<file path="config.mk">
export PLATFORM = sky130hd
export DESIGN_NAME = sba_arbiter
export DESIGN_NICKNAME = d
export VERILOG_FILES = /design/src/design/sba_pkg.sv /design/src/design/sba_arbiter.sv
export VERILOG_INCLUDE_DIRS = /design/src /design/src/design
export SDC_FILE = /design/constraint.sdc
export NUM_CORES = 1
export LEC_CHECK = 0
export ABC_AREA = 1
export BUFFER_PORTS_ARGS = -buffer_cell sky130_fd_sc_hd__buf_2
export CAP_MARGIN = 40
export CORE_MARGIN = 3
export CORE_UTILIZATION = 29
export CTS_CLUSTER_DIAMETER = 50
export DETAILED_ROUTE_END_ITERATION = 10
export GPL_ROUTABILITY_DRIVEN = 0
export MAX_ROUTING_LAYER = met4
export REMOVE_ABC_BUFFERS = 1
export SLEW_MARGIN = 20
export SYNTH_ARGS = -nofsm -noshare
export SYNTH_HDL_FRONTEND = slang
export SYNTH_SLANG_ARGS = --single-unit
</file>
<file path="constraint.sdc">
create_clock -name clk_in -period 2.83 [get_ports clk_in]
set_input_delay 0.566 -clock clk_in [delete_from_list [all_inputs] [get_ports clk_in]]
set_output_delay 0.566 -clock clk_in [all_outputs]
set_load 0.05 [all_outputs]
</file>
<file path="src/design/sba_params.svh">
// Offsets, reset values, field positions and codes of the system bus arbiter
`ifndef SBA_PARAMS_SVH
`define SBA_PARAMS_SVH

`define SBA_CTRL_OFFSET     12'h000
`define SBA_STAT_OFFSET     12'h004
`define SBA_CTRL_RESET      32'h0000_0001
`define SBA_CTRL_EN_BIT     0
`define SBA_STAT_OWN_BIT    0
`define SBA_STAT_REQ_BIT    1
`define SBA_STAT_IOM_BIT    2
`define SBA_STAT_RESM_BIT   3
`define SBA_STAT_NEED_BIT   4
`define SBA_STAT_CODE_LSB   8
`define SBA_STAT_CODE_MSB   10

`define SBA_ST_INTA         3'h0
`define SBA_ST_IORD         3'h1
`define SBA_ST_IOWR         3'h2
`define SBA_ST_HALT         3'h3
`define SBA_ST_FETCH        3'h4
`define SBA_ST_MEMRD        3'h5
`define SBA_ST_MEMWR        3'h6
`define SBA_ST_PASSIVE      3'h7

`define SBA_SYNC_W          15

`endif

</file>
<file path="src/design/sba_pkg.sv">
// Types shared by the system bus arbiter
`default_nettype none
package sba_pkg;

  typedef enum logic [2:0] {
    SBA_IDLE = 3'b001,
    SBA_REQ  = 3'b010,
    SBA_OWN  = 3'b100
  } sba_state_t;

  typedef struct packed {
    logic halt;
    logic idle;
    logic io_acc;
    logic mem_acc;
  } sba_status_t;

  typedef struct packed {
    logic bus_clk;
    logic priority_in_n;
    logic bus_held_n;
    logic common_request_line_n;
  } sba_link_in_t;

  typedef struct packed {
    logic bus_request_n;
    logic priority_out_n;
    logic bus_held_o;
    logic bus_held_oe;
    logic common_request_line_o;
    logic common_request_line_oe;
    logic local_buffer_enable_n;
  } sba_link_out_t;

endpackage

`default_nettype wire

</file>
<file path="src/design/sba_arbiter.sv">
// System bus arbiter: status decode, four-mode request logic, daisy-chain arbitration, AHB-Lite registers
`timescale 1ns/100ps
`default_nettype none
`include "sba_params.svh"

module sba_arbiter #(
  parameter int STATUS_W = 3
) (
  input  wire  logic                 clk_in,
  input  wire  logic                 resetn_in,
  input  wire  logic                 proc_clk_in,
  input  wire  logic [STATUS_W-1:0]  processor_status_in,
  input  wire  logic                 lock_n_in,
  input  wire  logic                 common_request_lock_n_in,
  input  wire  logic                 resident_strap_in,
  input  wire  logic                 io_bus_strap_n_in,
  input  wire  logic                 release_any_request_in,
  input  wire  logic                 system_or_local_select_in,
  input  wire  logic                 init_n_in,
  input  wire  sba_pkg::sba_link_in_t link_in,
  output var   sba_pkg::sba_link_out_t link_out,
  input  wire  logic                 hsel_in,
  input  wire  logic [31:0]          haddr_in,
  input  wire  logic [1:0]           htrans_in,
  input  wire  logic                 hwrite_in,
  input  wire  logic [2:0]           hsize_in,
  input  wire  logic [31:0]          hwdata_in,
  input  wire  logic                 hready_in,
  output logic [31:0]                hrdata_out,
  output logic                       hreadyout_out,
  output logic                       hresp_out
);
  import sba_pkg::*;

  if (STATUS_W != 3) begin : g_bad_width
    $error("sba_arbiter: status width must be 3");
  end

  // Reset release through two flops
  logic rst_meta_q;
  logic rst_n;
  always_ff @(posedge clk_in or negedge resetn_in) begin
    if (!resetn_in) begin
      rst_meta_q <= 1'b0;
      rst_n      <= 1'b0;
    end else begin
      rst_meta_q <= 1'b1;
      rst_n      <= rst_meta_q;
    end
  end

  // Every pin except the AHB-Lite ones comes from outside this clock domain
  logic [`SBA_SYNC_W-1:0] raw;
  logic [`SBA_SYNC_W-1:0] sync1_q;
  logic [`SBA_SYNC_W-1:0] sync_q;
  assign raw = {init_n_in, system_or_local_select_in, release_any_request_in, io_bus_strap_n_in,
                resident_strap_in, common_request_lock_n_in, lock_n_in, processor_status_in,
                proc_clk_in, link_in.common_request_line_n, link_in.bus_held_n,
                link_in.priority_in_n, link_in.bus_clk};

  for (genvar i = 0; i < `SBA_SYNC_W; i++) begin : g_sync
    always_ff @(posedge clk_in or negedge rst_n) begin
      if (!rst_n) begin
        sync1_q[i] <= 1'b1;
        sync_q[i]  <= 1'b1;
      end else begin
        sync1_q[i] <= raw[i];
        sync_q[i]  <= sync1_q[i];
      end
    end
  end

  logic                bclk_s;
  logic                prio_n_s;
  logic                held_n_s;
  logic                common_request_line_n_s;
  logic                pclk_s;
  logic [2:0]          status_s;
  logic                lock_n_s;
  logic                common_request_lock_n_s;
  logic                res_strap_s;
  logic                iob_strap_n_s;
  logic                any_rq_s;
  logic                sel_s;
  logic                init_n_s;
  assign bclk_s        = sync_q[0];
  assign prio_n_s      = sync_q[1];
  assign held_n_s      = sync_q[2];
  assign common_request_line_n_s      = sync_q[3];
  assign pclk_s        = sync_q[4];
  assign status_s      = sync_q[7:5];
  assign lock_n_s      = sync_q[8];
  assign common_request_lock_n_s    = sync_q[9];
  assign res_strap_s   = sync_q[10];
  assign iob_strap_n_s = sync_q[11];
  assign any_rq_s      = sync_q[12];
  assign sel_s         = sync_q[13];
  assign init_n_s      = sync_q[14];

  // Edge finders on the synchronised clocks
  logic bclk_prev_q;
  logic pclk_prev_q;
  always_ff @(posedge clk_in or negedge rst_n) begin
    if (!rst_n) begin
      bclk_prev_q <= 1'b1;
      pclk_prev_q <= 1'b1;
    end else begin
      bclk_prev_q <= bclk_s;
      pclk_prev_q <= pclk_s;
    end
  end

  logic btick;
  logic ptick;
  assign btick = bclk_prev_q & ~bclk_s;  // Arbitration steps on bus clock fall
  assign ptick = ~pclk_prev_q & pclk_s;  // Status sampled on processor clock rise

  // Mode and status decode
  logic        io_mode;
  logic        res_mode;
  sba_status_t dec;
  logic        need;
  assign io_mode  = ~iob_strap_n_s;
  assign res_mode = res_strap_s;

  always_comb begin
    dec.halt    = (status_s == `SBA_ST_HALT);
    dec.idle    = (status_s == `SBA_ST_PASSIVE);
    dec.io_acc  = (status_s == `SBA_ST_INTA) || (status_s == `SBA_ST_IORD) ||
                  (status_s == `SBA_ST_IOWR);
    dec.mem_acc = (status_s == `SBA_ST_FETCH) || (status_s == `SBA_ST_MEMRD) ||
                  (status_s == `SBA_ST_MEMWR);
    unique case ({io_mode, res_mode})
      2'b00:   need = dec.io_acc | dec.mem_acc;
      2'b10:   need = dec.mem_acc;
      2'b01:   need = (dec.io_acc | dec.mem_acc) & sel_s;
      default: need = dec.mem_acc & sel_s;
    endcase
  end

  sba_status_t st_q;
  logic        need_q;
  logic        local_q;
  always_ff @(posedge clk_in or negedge rst_n) begin
    if (!rst_n) begin
      st_q    <= '0;
      need_q  <= 1'b0;
      local_q <= 1'b0;
    end else if (ptick) begin
      st_q    <= dec;
      need_q  <= need;
      local_q <= ~sel_s;
    end
  end

  // Software enable gates new requests; a locked processor still requests the bus
  logic [31:0] ctrl_q;
  logic        lock_low;
  logic        hp_req;
  logic        common_request_line_low;
  logic        want;
  logic        common_request_line_cond;
  logic        surrender;
  assign lock_low = ~lock_n_s;
  assign hp_req   = prio_n_s;  // High priority input means a higher board asks
  assign common_request_line_low = ~common_request_line_n_s;
  assign want     = (ctrl_q[`SBA_CTRL_EN_BIT] & need_q) | lock_low;

  always_comb begin
    unique case ({io_mode, res_mode})
      2'b00:   common_request_line_cond = st_q.idle;
      2'b01:   common_request_line_cond = st_q.idle | local_q;
      2'b10:   common_request_line_cond = st_q.idle | st_q.io_acc;
      default: common_request_line_cond = st_q.io_acc | local_q;
    endcase
    // Bus is kept between accesses only in combined mode, unless release-any is set
    // Release-any trades bus retention for fairness: any common request is a surrender cause
    common_request_line_cond = common_request_line_cond | any_rq_s;
    surrender = ~lock_low & (st_q.halt | hp_req |
                             (common_request_line_low & common_request_lock_n_s & common_request_line_cond));
  end

  // Arbitration state
  sba_state_t state_q;
  always_ff @(posedge clk_in or negedge rst_n) begin
    if (!rst_n) begin
      state_q <= SBA_IDLE;
    end else if (!init_n_s) begin
      state_q <= SBA_IDLE;
    end else if (btick) begin
      unique case (state_q)
        SBA_IDLE: begin
          if (want) begin
            state_q <= SBA_REQ;
          end
        end
        SBA_REQ: begin
          if (!want) begin
            state_q <= SBA_IDLE;
          end else if (!prio_n_s && held_n_s) begin
            // Bus-held line high means nobody owns the bus
            state_q <= SBA_OWN;  // Free bus and no higher requester
          end
        end
        SBA_OWN: begin
          if (surrender) begin
            state_q <= SBA_IDLE;
          end
        end
        default: state_q <= SBA_IDLE;
      endcase
    end
  end

  logic owned;
  logic requesting;
  assign owned      = (state_q == SBA_OWN);
  assign requesting = (state_q != SBA_IDLE);

  // Link outputs, all registered
  always_ff @(posedge clk_in or negedge rst_n) begin
    if (!rst_n) begin
      link_out <= '{bus_request_n: 1'b1, priority_out_n: 1'b1, bus_held_o: 1'b0, bus_held_oe: 1'b0,
                    common_request_line_o: 1'b0, common_request_line_oe: 1'b0,
                    local_buffer_enable_n: 1'b1};
    end else begin
      link_out.bus_request_n          <= ~requesting;
      link_out.priority_out_n         <= ~(requesting | hp_req);
      link_out.bus_held_o             <= 1'b0;
      link_out.bus_held_oe            <= owned;
      link_out.common_request_line_o  <= 1'b0;
      link_out.common_request_line_oe <= (state_q == SBA_REQ);
      link_out.local_buffer_enable_n  <= ~owned;
    end
  end

  // AHB-Lite slave, zero wait states
  logic        wr_pend_q;
  logic [11:0] wr_addr_q;
  logic        take;
  logic [31:0] stat_word;
  assign take = hsel_in & htrans_in[1] & hready_in;

  always_comb begin
    stat_word = 32'h0000_0000;
    stat_word[`SBA_STAT_OWN_BIT]  = owned;
    stat_word[`SBA_STAT_REQ_BIT]  = requesting;
    stat_word[`SBA_STAT_IOM_BIT]  = io_mode;
    stat_word[`SBA_STAT_RESM_BIT] = res_mode;
    stat_word[`SBA_STAT_NEED_BIT] = need_q;
    stat_word[`SBA_STAT_CODE_MSB:`SBA_STAT_CODE_LSB] = status_s;
  end

  always_ff @(posedge clk_in or negedge rst_n) begin
    if (!rst_n) begin
      wr_pend_q <= 1'b0;
      wr_addr_q <= 12'h000;
    end else if (hready_in) begin
      wr_pend_q <= take & hwrite_in & (haddr_in[31:12] == 20'h00000);
      wr_addr_q <= haddr_in[11:0];
    end
  end

  always_ff @(posedge clk_in or negedge rst_n) begin
    if (!rst_n) begin
      ctrl_q <= `SBA_CTRL_RESET;
    end else if (wr_pend_q && wr_addr_q == `SBA_CTRL_OFFSET) begin
      ctrl_q <= {31'h0000_0000, hwdata_in[`SBA_CTRL_EN_BIT]};
    end
  end

  // Read data is prepared in the address phase so it stands for the whole data phase
  always_ff @(posedge clk_in or negedge rst_n) begin
    if (!rst_n) begin
      hrdata_out <= 32'h0000_0000;
    end else if (take && !hwrite_in) begin
      if (haddr_in[11:0] == `SBA_CTRL_OFFSET && haddr_in[31:12] == 20'h00000) begin
        hrdata_out <= ctrl_q;
      end else if (haddr_in[11:0] == `SBA_STAT_OFFSET && haddr_in[31:12] == 20'h00000) begin
        hrdata_out <= stat_word;
      end else begin
        hrdata_out <= 32'h0000_0000;
      end
    end
  end

  always_ff @(posedge clk_in or negedge rst_n) begin
    if (!rst_n) begin
      hreadyout_out <= 1'b1;
      hresp_out     <= 1'b0;
    end else begin
      hreadyout_out <= 1'b1;
      hresp_out     <= 1'b0;
    end
  end
endmodule

`default_nettype wire

</file>
==> results of run 1 <==
==> power by group <==
group | internal, uW | switching [uW] | total (uW)
sequential | 1080 | 37.0 | 1120
clock | 392 | 357 | 749
combinational | 84.4 | 215 | 300
==> timing repair <==
| action | CTS | global route |
|---|---|---|
| hold buffers | 1 | 0 |
| gates resized for setup | 0 | 0 |
| endpoints found under the hold margin | 2 | 0 |
==> cell families (layout without fill, tap and decap cells) <==
family | Yosys count | in the layout | share of synthesized area, %
adder cells (fa/ha/maj) | 4 | 4 | 1.75
multiplexers | 6 | 6 | 2.36
buffers and inverters | 59 | 117 | 11.5
AND/OR/NAND/NOR | 118 | 118 | 18.6
flip-flops | 69 | 69 | 61.9
other | 2 | 29 | 0.262
AO/OA/AOI/OAI | 18 | 18 | 3.63
==> stage by stage <==
step | util [%] | hold WS, ps
floorplan | - | 270
global placement | 34.7 | 334
detailed placement | 34.7 | 339
CTS | 36.9 | 289
global route | 37.2 | 180
finish | 37.2 | 157
==> area by class of cell <==
| cell class | instances | share of cell area, % |
|---|---|---|
| Timing Repair Buffer | 72 | 11.4 |
| Clock inverter | 5 | 0.893 |
| Sequential cell | 69 | 50.7 |
| Tap cell | 129 | 4.61 |
| Multi-Input combinational cell | 175 | 24.7 |
| Clock buffer | 11 | 4.65 |
| Inverter | 29 | 3.15 |
==> routing by layer <==
layer  share of wire (%)  wire length (um)
met1                  42              2200
met2                  47              2500
met3                 9.0               477
met4                 2.0               107
met5                   0                 0
==> worst paths after layout <==
| kind | start | end | cells after the start |
|---|---|---|---|
| worst max-delay path | iob_strap_n_s$_DFF_PN1_ | state_q[2]$_DFFE_PN0P_ | 11 |
| worst min-delay path | rst_n$_DFF_PN0_ | local_q$_DFFE_PN0P_ | 0 |
| worst max register to register | iob_strap_n_s$_DFF_PN1_ | state_q[2]$_DFFE_PN0P_ | 11 |
| worst min register to register | rst_n$_DFF_PN0_ | local_q$_DFFE_PN0P_ | 0 |
| max in group asynchronous | rst_n$_DFF_PN0_ | wr_addr_q[9]$_DFFE_PN0P_ | 2 |
| min in group clk_in | system_or_local_select_in | sync1_q[13]$_DFF_PN1_ | 1 |
==> critical path, delay by kind of cell (launching register included) <==
kind                     cells  cell delay (ps)
flip-flops                   1              540
adder cells (fa/ha/maj)      1              310
buffers and inverters        1               70
AND/OR/NAND/NOR              9              780
==> cell usage in the layout, fill, tap and decap left out, drive strengths merged, types with 11 or more instances in the layout <==
master | netlist | final
dfrtp | 32 | 32
clkbuf | 1 | 11
buf | 29 | 71
nor2 | 35 | 35
conb | 2 | 29
nand2 | 58 | 58
inv | 28 | 29
dfstp | 37 | 37
nand3 | 11 | 11
==> Yosys cell counts, types with 2 or more instances <==
cell type	number	area (um2)
ha_1	4	50.1
dfstp_2	37	972
nand3b_1	3	22.5
mux2_2	6	67.6
nor3_1	5	25.0
conb_1	2	7.51
nand3_1	10	50.1
inv_1	27	101
nor2_2	2	12.5
a21oi_1	5	25.0
o21ai_0	6	30.0
buf_4	28	210
nor2_1	32	120
nand2_1	57	214
nor3_2	2	20.0
dfrtp_1	32	801
o21ai_1	2	10.0
==> flip-flops by register name, indices dropped and copies added (netlist names), 3 cells and up <==
register    count
st_q            3
state_q         3
hrdata_out      8
stat_word       3
sync1_q        15
wr_addr_q      12
link_out        5
==> results.md, run 1 <==
- Status: finished clean
- Leakage Power: 0.00177 uW
- Die height: roughly 110 um
- CTS tree: yes
- CP endpoint kind: flip-flop
- GR met2 Demand/Resource: between 10% and 20%
- CP max stage cell: dfstp_2
- 1st-pass router iterations: 6
- Port bufs: 66
- Footprint of the multi-input gates: approximately 860 um2
- WP data arrival: just over 2000 ps
- Max Slew Vio Count: 0
- CP dominant cell by count: nand2_1
- GRT met1 Usage: between 10% and 20%
- FP Rows: 35
- Crit-path max cell delay: approximately 540 ps
- Hpwl dp: 4.08 mm
- Final Skew: ~5.7 ps
- Crit path launch type: flip-flop
- Area growth, synth to finish: 22.2%
- Ys async rst share: 100%
- GRT met3 Usage: under 10%
- Routed wire length: roughly 5.3 mm
- Final Critical Period: around 1800 ps
- Required time of the critical path: just over 3000 ps
- Crit share post-route: about 63%
- RSZ-0062 raised after global routing: false
- Yosys cell types: 33
- Gr busiest metal: met2
- Register Area: ~1800 um2
- Clk slew on worst S/H paths: roughly 70 ps
- Core region area: between 9000 and 10000 um2
- Worst reg-to-reg setup slack: between 1000 and 1500 ps
- Number of synthesized flops with an enable pin: 0
- First-pass GRT wire length: 8.78 mm
- Hold Violations, Final: 0
- Gr ovfl total: 0
- Starting density of the core: between 30% and 40%
- Mapped Cells: between 200 and 300
- Mapped Area: approximately 2900 um2
- Fmax: roughly 560 MHz
- DIE AREA: about 11000 um2
- Largest fanout on the critical path: 4
- Diode count: 0
- Max cap viols: 0
- Non-filler cells, final: 490
- Placed Instances: around 470
- Share of cells above drive strength 1: about two fifths
- Longest Clk Path Bufs: 2
- Num ports: 130
- Hold WC Path Type: reg -> async
- Final WS setup: approximately 1000 ps
- Post-CTS setup repair buffer count: 0
- Die width: between 100 and 150 um
- CTS H-tree depth: 3
- Cell Area, Placed: approximately 3300 um2
- Vias in the first global route: 1887
- DR WL/cell: 10.8 um
- Fillers: about 960
- Sequential area share after synthesis: about three fifths
- Worst slack at placement: 1040 ps
- Root buf cell: clkbuf_8
- Commonest register cell after synthesis: dfstp_2
- Syn avg cell area: roughly 10 um2
- Largest net degree at the start of global routing: 36
- Total number of vias: approximately 1900
- Setup TNS: 0 ps
- Worst-path cell chain: inv_1, ha_1, nand3b_1, nand3_1, nand2_1, nand2_1, nand2_1, nand2_1, nand2_1, nand2_1, nand2_1
- Drt drc: 0
- Design area: approximately 3500 um2
- Synth Register Bits: around 70
- Initial antenna violation count: 0
- CTS Buf Count: 9
- Worst-Skew Late Latency: 340 ps
- Power per cell area: about 620 nW/um2
- Total Nets Final: approximately 450
- Crit Path Category: reg -> reg
- Antenna viol nets, final: 0
- Clk sinks: 69
- Via/cell ratio: between 3 and 4
- YS warnings: 0
- Initial DRC count: between 60 and 70
- # setup viols final: 0
- GRT Util Overall: between 10% and 20%
- Final Power: between 2000 and 2500 uW
- Worst IR Drop VDD: between 0.0002 and 0.0003 V
Note: power is estimated with default switching activity, not from simulation.
==> run 2: changes to the inputs <==
- clock period: 2.83 -> 1.45 ns (I/O delays scaled with it)
==> run 2 against run 1 <==
Against the previous run: the run now ends with negative setup slack left; non-clock buffer count up 4; die area unchanged; cell area up 0.86%; critical endpoint unchanged.
==> results.md, run 2 (synthesized netlist as in run 1, its figures left out) <==
- Status: complete, but fails checks
- Failing checks: negative setup slack
- Hpwl dp: 3.91 mm (-4.2%)
- Largest net degree at the start of global routing: 68 (+89%)
- Die height: 105 um (unchanged)
- Worst-Skew Late Latency: 330 ps (about the same)
- Initial DRC count: 50 (-18%)
- Internal: 2940 uW (+89%)
- DIE AREA: 11100 um2 (unchanged)
- CTS Buf Count: 9 (unchanged)
- CTS H-tree depth: 3 (unchanged)
- Vias in the first global route: 1831 (-3.0%)
- Hold WC Path Type: in -> reg
- Clk slew on worst S/H paths: 70 ps (about the same)
- Hold Path Cell Cnt: 1
- Max Slew Vio Count: 0 (unchanged)
- Hold path startpoint: link_in[2]
- Drt drc: 0 (unchanged)
- Sw frac: 29.1% (+0.98 points)
- Routed wire length: 5.41 mm (+2.4%)
- RSZ-0062 raised after global routing: true
- Diode count: 0 (unchanged)
- Leakage Power: 0.00177 uW (+0.21%)
- Crit path from: res_mode$_DFF_PN1_
- Final Skew: 4.33 ps (-1.36 ps)
- Port bufs: 66 (unchanged)
- Crit Path Category: reg -> reg
- Antenna viol nets, final: 0 (unchanged)
- Longest Clk Path Bufs: 2 (unchanged)
- Fmax: 618 MHz (+11%)
- Via/cell ratio: 3.94 (-0.14%)
- Combinational share of power: 14.5% (+0.7 points)
- Total Nets Final: 453 (+0.89%)
- Cell Area, Placed: 3320 um2 (+1.5%)
- First-pass GRT wire length: 8.50 mm (-3.2%)
- Final Power: 4150 uW (+92%)
- Crit-path max cell delay: 540 ps (about the same)
- Gr ovfl total: 0 (unchanged)
- Total number of vias: 1946 (+0.67%)
- Crit path launch type: flip-flop
- Worst reg-to-reg setup slack: -170 ps (-1200 ps)
- M1 wire length: 2.30 mm (+4.4%)
- Share of cells above drive strength 1: 42.7% (+3.1 points)
- Worst setup path end: state_q[2]$_DFFE_PN0P_
- Clk sinks: 69 (unchanged)
- FP Rows: 35 (unchanged)
- WP data arrival: 1850 ps (-180 ps)
- Crit share post-route: 112% (+48 points)
- Worst-path cell chain: inv_2, ha_4, nand3b_1, nand3_1, nand2_1, nand2_1, nand2_1, nand2_2, nand2_2, nand2_1, nand2_1
- CP max stage cell: dfstp_2
- Hold Violations, Final: 0 (unchanged)
- CP top delay family: simple AND/OR/NAND/NOR gates
- Required time of the critical path: 1680 ps (-1380 ps)
- CTS tree: yes
- Psw: 1210 uW (+98%)
- WHS: 43.0 ps (-114 ps)
- Cell depth of the worst setup path: 11 (unchanged)
- CP endpoint kind: flip-flop
- Power per cell area: 1170 nW/um2 (+90%)
- GRT Util Overall: 10.1% (-0.30 points)
- # setup viols final: 3 (+3)
- Worst slack at placement: -300 ps (-1340 ps)
- Worst IR Drop VDD: 0.000608 V (+130%)
- Final WS setup: -167 ps (-1200 ps)
- Initial antenna violation count: 0 (unchanged)
- Sequential share of power: 52.3% (+0.7 points)
- 1st-pass router iterations: 5 (-1)
- R2R Path Start: res_mode$_DFF_PN1_
- DR WL/cell: 11.0 um (+1.6%)
- Commonest non-fill, non-tap cell in the layout: buf_2
- Fillers: 977 (+2.0%)
- Max cap viols: 0 (unchanged)
- Die width: 105 um (unchanged)
- Core region area: 9420 um2 (unchanged)
- Design area: 3530 um2 (+0.86%)
- Met2 WL: 2.55 mm (+1.8%)
- Root buf cell: clkbuf_8
- Reg2Reg Depth: 11 (unchanged)
- Starting density of the core: 30.4% (unchanged)
- Area growth, synth to finish: 23.3%
- Largest register FFs: 15 (unchanged)
- Largest fanout on the critical path: 4 (unchanged)
- Post-CTS setup repair buffer count: 0 (unchanged)
- Clock power share: 33.1% (-1.5 points)
- Worst flop-to-flop path endpoint: state_q[2]$_DFFE_PN0P_
- Num ports: 130 (unchanged)
- DR WL met3: 504 um (+5.7%)
- Final Critical Period: 1620 ps (-178 ps)
- Most frequent cells in the layout: 65 x buf_2, 55 x nand2_1, 37 x dfstp_2, 31 x nor2_1, 31 x dfrtp_1
- CP dominant cell by count: nand2_1
- Top sig layer: met4
- CP bufs+invs: 1 (unchanged)
- Largest reg by FF count: sync1_q
- Top flop regs: sync1_q: 15 flops, wr_addr_q: 12 flops, hrdata_out: 8 flops
[run 2: cell type report]
class / instances / area (um2) / area share, %
clock buffer: 10 / 138 / 3.90
clock inverter: 6 / 38.8 / 1.10
inverter: 29 / 110 / 3.12
multi-input combinational: 175 / 886 / 25.1
sequential: 69 / 1770 / 50.2
tap: 129 / 161 / 4.57
timing repair buffer: 76 / 423 / 12.0
[run 2: metrics by stage]
stage	TNS, ps	utilization [%]	std cells
3_5_place_dp	-932	35.3	477
6_report	-452	37.5	494
3_3_place_gp	-817	35.3	477
5_1_grt	-859	37.5	494
2_1_floorplan	-21800	-	273
4_1_cts	-438	37.4	494
[run 2: worst min path at each step]
stage | slack [ps] | endpoint
6_report | 40 | sync1_q[1]$_DFF_PN1_
5_1_grt | 10 | sync1_q[0]$_DFF_PN1_
4_1_cts | 20 | sync1_q[1]$_DFF_PN1_
3_5_place_dp | 80 | rst_meta_q$_DFF_PN0_
3_3_place_gp | 80 | rst_meta_q$_DFF_PN0_
2_1_floorplan | -6 | rst_meta_q$_DFF_PN0_
[run 2: metal layers]
metal  global-route usage [%]  vias up
met2                     16.0       87
met4                     3.66        0
met3                     4.47        8
met1                     11.3      876
met5                        -        -
li1                         -      975
[run 2: repair_timing]
action                     4_1_cts  5_1_grt
setup endpoints to repair        3        4
hold buffers                     1        0
resized for setup                6        4
hold endpoints to repair         2        0
pin swaps                        4        3
[run 2: power by group through the flow]
stage               Clock [uW]  Sequential (uW)  Combinational [uW]
CTS                       1430             2170                 602
global placement             0             2200                 586
finish                    1370             2170                 603
floorplan                    0             2290                 326
global route              1510             2190                 663
detailed placement           0             2200                 593
==> run 3: changes to the inputs <==
- clock period: 1.45 -> 1.3 ns (I/O delays scaled with it)
==> run 3 against run 2 <==
Against the previous run: the run still ends with negative setup slack left; non-clock buffer count grew 16; core utilization grew 2.5 points; clock power grew 30%; die area is the same; combinational power grew 30%; critical endpoint is now state_q[1]$_DFFE_PN0P_.
==> results.md, run 3 (synthesized netlist as in run 1, its figures left out) <==
- Worst reg-to-reg setup slack: -320 ps (-160 ps)
- Hold WC Path Type: in -> reg
- Area growth, synth to finish: 31.4%
- Reg2Reg Depth: 11 (unchanged)
- CTS tree: yes
- 1st-pass router iterations: 4 (-1)
- Gr ovfl total: 0 (unchanged)
- R2R Path Start: iob_strap_n_s$_DFF_PN1_
- Sequential share of power: 48.7% (-3.6 points)
- Sw frac: 27.2% (-1.9 points)
- Worst IR Drop VDD: 0.000473 V (-22%)
- # setup viols final: 3 (unchanged)
- Initial DRC count: 54 (+8.0%)
- Largest fanout on the critical path: 4 (unchanged)
- Largest net degree at the start of global routing: 68 (unchanged)
- Initial antenna violation count: 0 (unchanged)
- Leakage Power: 0.00189 uW (+6.6%)
- Final Skew: 9.85 ps (+5.52 ps)
- Status: complete, but fails checks
- Hold path startpoint: init_n_in
- Starting density of the core: 30.4% (unchanged)
- DIE AREA: 11100 um2 (unchanged)
- Largest register FFs: 15 (unchanged)
- CP endpoint kind: flip-flop
- Fillers: 902 (-7.7%)
- Footprint of the multi-input gates: 910 um2 (+2.7%)
- Via/cell ratio: 4.00 (+1.5%)
- Core region area: 9420 um2 (unchanged)
- Combinational share of power: 15.7% (+1.2 points)
- Required time of the critical path: 1520 ps (-160 ps)
- Crit Path Category: reg -> reg
- Commonest non-fill, non-tap cell in the layout: buf_2
- GR met2 Demand/Resource: 16.2% (+0.23 points)
- Worst slack at placement: -413 ps (-114 ps)
- GRT met1 Usage: 12.6% (+1.2 points)
- Max Slew Vio Count: 0 (unchanged)
- Fmax: 615 MHz (-0.45%)
- Num ports: 130 (unchanged)
- Gr busiest metal: met2
- Final WS setup: -325 ps (-157 ps)
- Root buf cell: clkbuf_8
- Placed Instances: 485 (+1.7%)
- Clk sinks: 69 (unchanged)
- Hold Path Cell Cnt: 1 (unchanged)
- Routed wire length: 5.49 mm (+1.4%)
- Worst flop-to-flop path endpoint: state_q[1]$_DFFE_PN0P_
- Psw: 1360 uW (+13%)
- Crit path launch type: flip-flop
- Register Area: 1770 um2 (unchanged)
- Worst-Skew Late Latency: 330 ps (about the same)
- Drt drc: 0 (unchanged)
- Crit share post-route: 125% (+13 points)
- Hold Violations, Final: 0 (unchanged)
- Port bufs: 66 (unchanged)
- DR WL/cell: 10.8 um (-1.8%)
- Clk slew on worst S/H paths: 70 ps (about the same)
- GRT Util Overall: 10.5% (+0.37 points)
- Diode count: 0 (unchanged)
- Top flop regs: sync1_q: 15 flops, wr_addr_q: 12 flops, hrdata_out: 8 flops
- Internal: 3630 uW (+24%)
- Die height: 105 um (unchanged)
- Failing checks: negative setup slack
- Antenna viol nets, final: 0 (unchanged)
- Total number of vias: 2039 (+4.8%)
- GRT met3 Usage: 3.18% (-1.3 points)
- Longest Clk Path Bufs: 2 (unchanged)
- Worst hold endpoint: sync1_q[14]$_DFF_PN1_
- Clock power share: 35.6% (+2.5 points)
- Non-filler cells, final: 510 (+3.2%)
- Final Power: 4990 uW (+20%)
- Max cap viols: 0 (unchanged)
- Final Critical Period: 1620 ps (+7.29 ps)
- FP Rows: 35 (unchanged)
- Die width: 105 um (unchanged)
- Power per cell area: 1330 nW/um2 (+13%)
- CTS H-tree depth: 3 (unchanged)
- WP data arrival: 1850 ps (about the same)
- CTS Buf Count: 9 (unchanged)
- RSZ-0062 raised after global routing: true
- Share of cells above drive strength 1: 44.6% (+1.9 points)
- Hpwl dp: 4.09 mm (+4.7%)
- First-pass GRT wire length: 8.94 mm (+5.2%)
- Vias in the first global route: 1956 (+6.8%)
- Most frequent cells in the layout: 62 x buf_2, 52 x nand2_1, 37 x dfstp_2, 31 x nor2_1, 31 x dfrtp_1
- Total Nets Final: 469 (+3.5%)
- Largest reg by FF count: sync1_q
==> run 3: critical path: stages (launching register included) <==
cell	delay (ps)
dfstp_2	530
inv_2	60
ha_4	230
nand3b_1	140
nand3_1	80
nand2_1	50
nand2_1	60
nand2_1	60
nand2_2	110
nand2_4	80
nand2_2	70
nand2_1	50
==> run 3: cell type report <==
cell class | instances | area share [%]
Sequential cell | 69 | 47.1
Multi-Input combinational cell | 175 | 24.2
Timing Repair Buffer | 92 | 15.9
Tap cell | 129 | 4.29
Clock buffer | 11 | 4.06
Inverter | 29 | 2.93
Clock inverter | 5 | 1.53
==> run 3: how the worst max path moves through the flow <==
stage / startpoint / end / depth (start not counted)
finish: iob_strap_n_s$_DFF_PN1_ / state_q[1]$_DFFE_PN0P_ / 11
global route: iob_strap_n_s$_DFF_PN1_ / state_q[1]$_DFFE_PN0P_ / 11
CTS: iob_strap_n_s$_DFF_PN1_ / state_q[2]$_DFFE_PN0P_ / 13
detailed placement: iob_strap_n_s$_DFF_PN1_ / state_q[2]$_DFFE_PN0P_ / 11
global placement: iob_strap_n_s$_DFF_PN1_ / state_q[1]$_DFFE_PN0P_ / 11
floorplan: rst_n$_DFF_PN0_ / hrdata_out[0]$_DFFE_PN0P_ / 0
==> run 3: timing repair <==
action,CTS,global route
resized for setup,12,18
setup buffers,0,1
pin swaps,3,11
hold buffers,7,1
setup endpoints to repair,7,8
endpoints found under the hold margin,8,1
==> run 3: layer usage <==
metal	wire length, um	up-vias	share of wire (%)
li1	-	1013	-
met1	2390	934	44
met3	423	8	7.7
met2	2600	84	47
met5	0	-	0
met4	72	0	1.3
==> run 3: power groups by stage <==
| stage | clock (uW) | sequential [uW] | combinational (uW) |
|---|---|---|---|
| global route | 1980 | 2450 | 857 |
| floorplan | 0 | 2550 | 364 |
| detailed placement | 0 | 2460 | 713 |
| CTS | 1850 | 2430 | 769 |
| finish | 1780 | 2430 | 785 |
| global placement | 0 | 2450 | 700 |
==> run 3: metrics by stage <==
step           TNS, ps  utilization, %  instance area [um2]  hold slack, ps
6_report          -937            40.0                 3760            26.6
4_1_cts           -800            39.3                 3700            1.66
3_5_place_dp     -2120            35.9                 3380            47.0
2_1_floorplan   -32300               -                 2750           -35.6
5_1_grt          -1420            40.0                 3760            1.15
3_3_place_gp     -1800            35.9                 3380            45.6
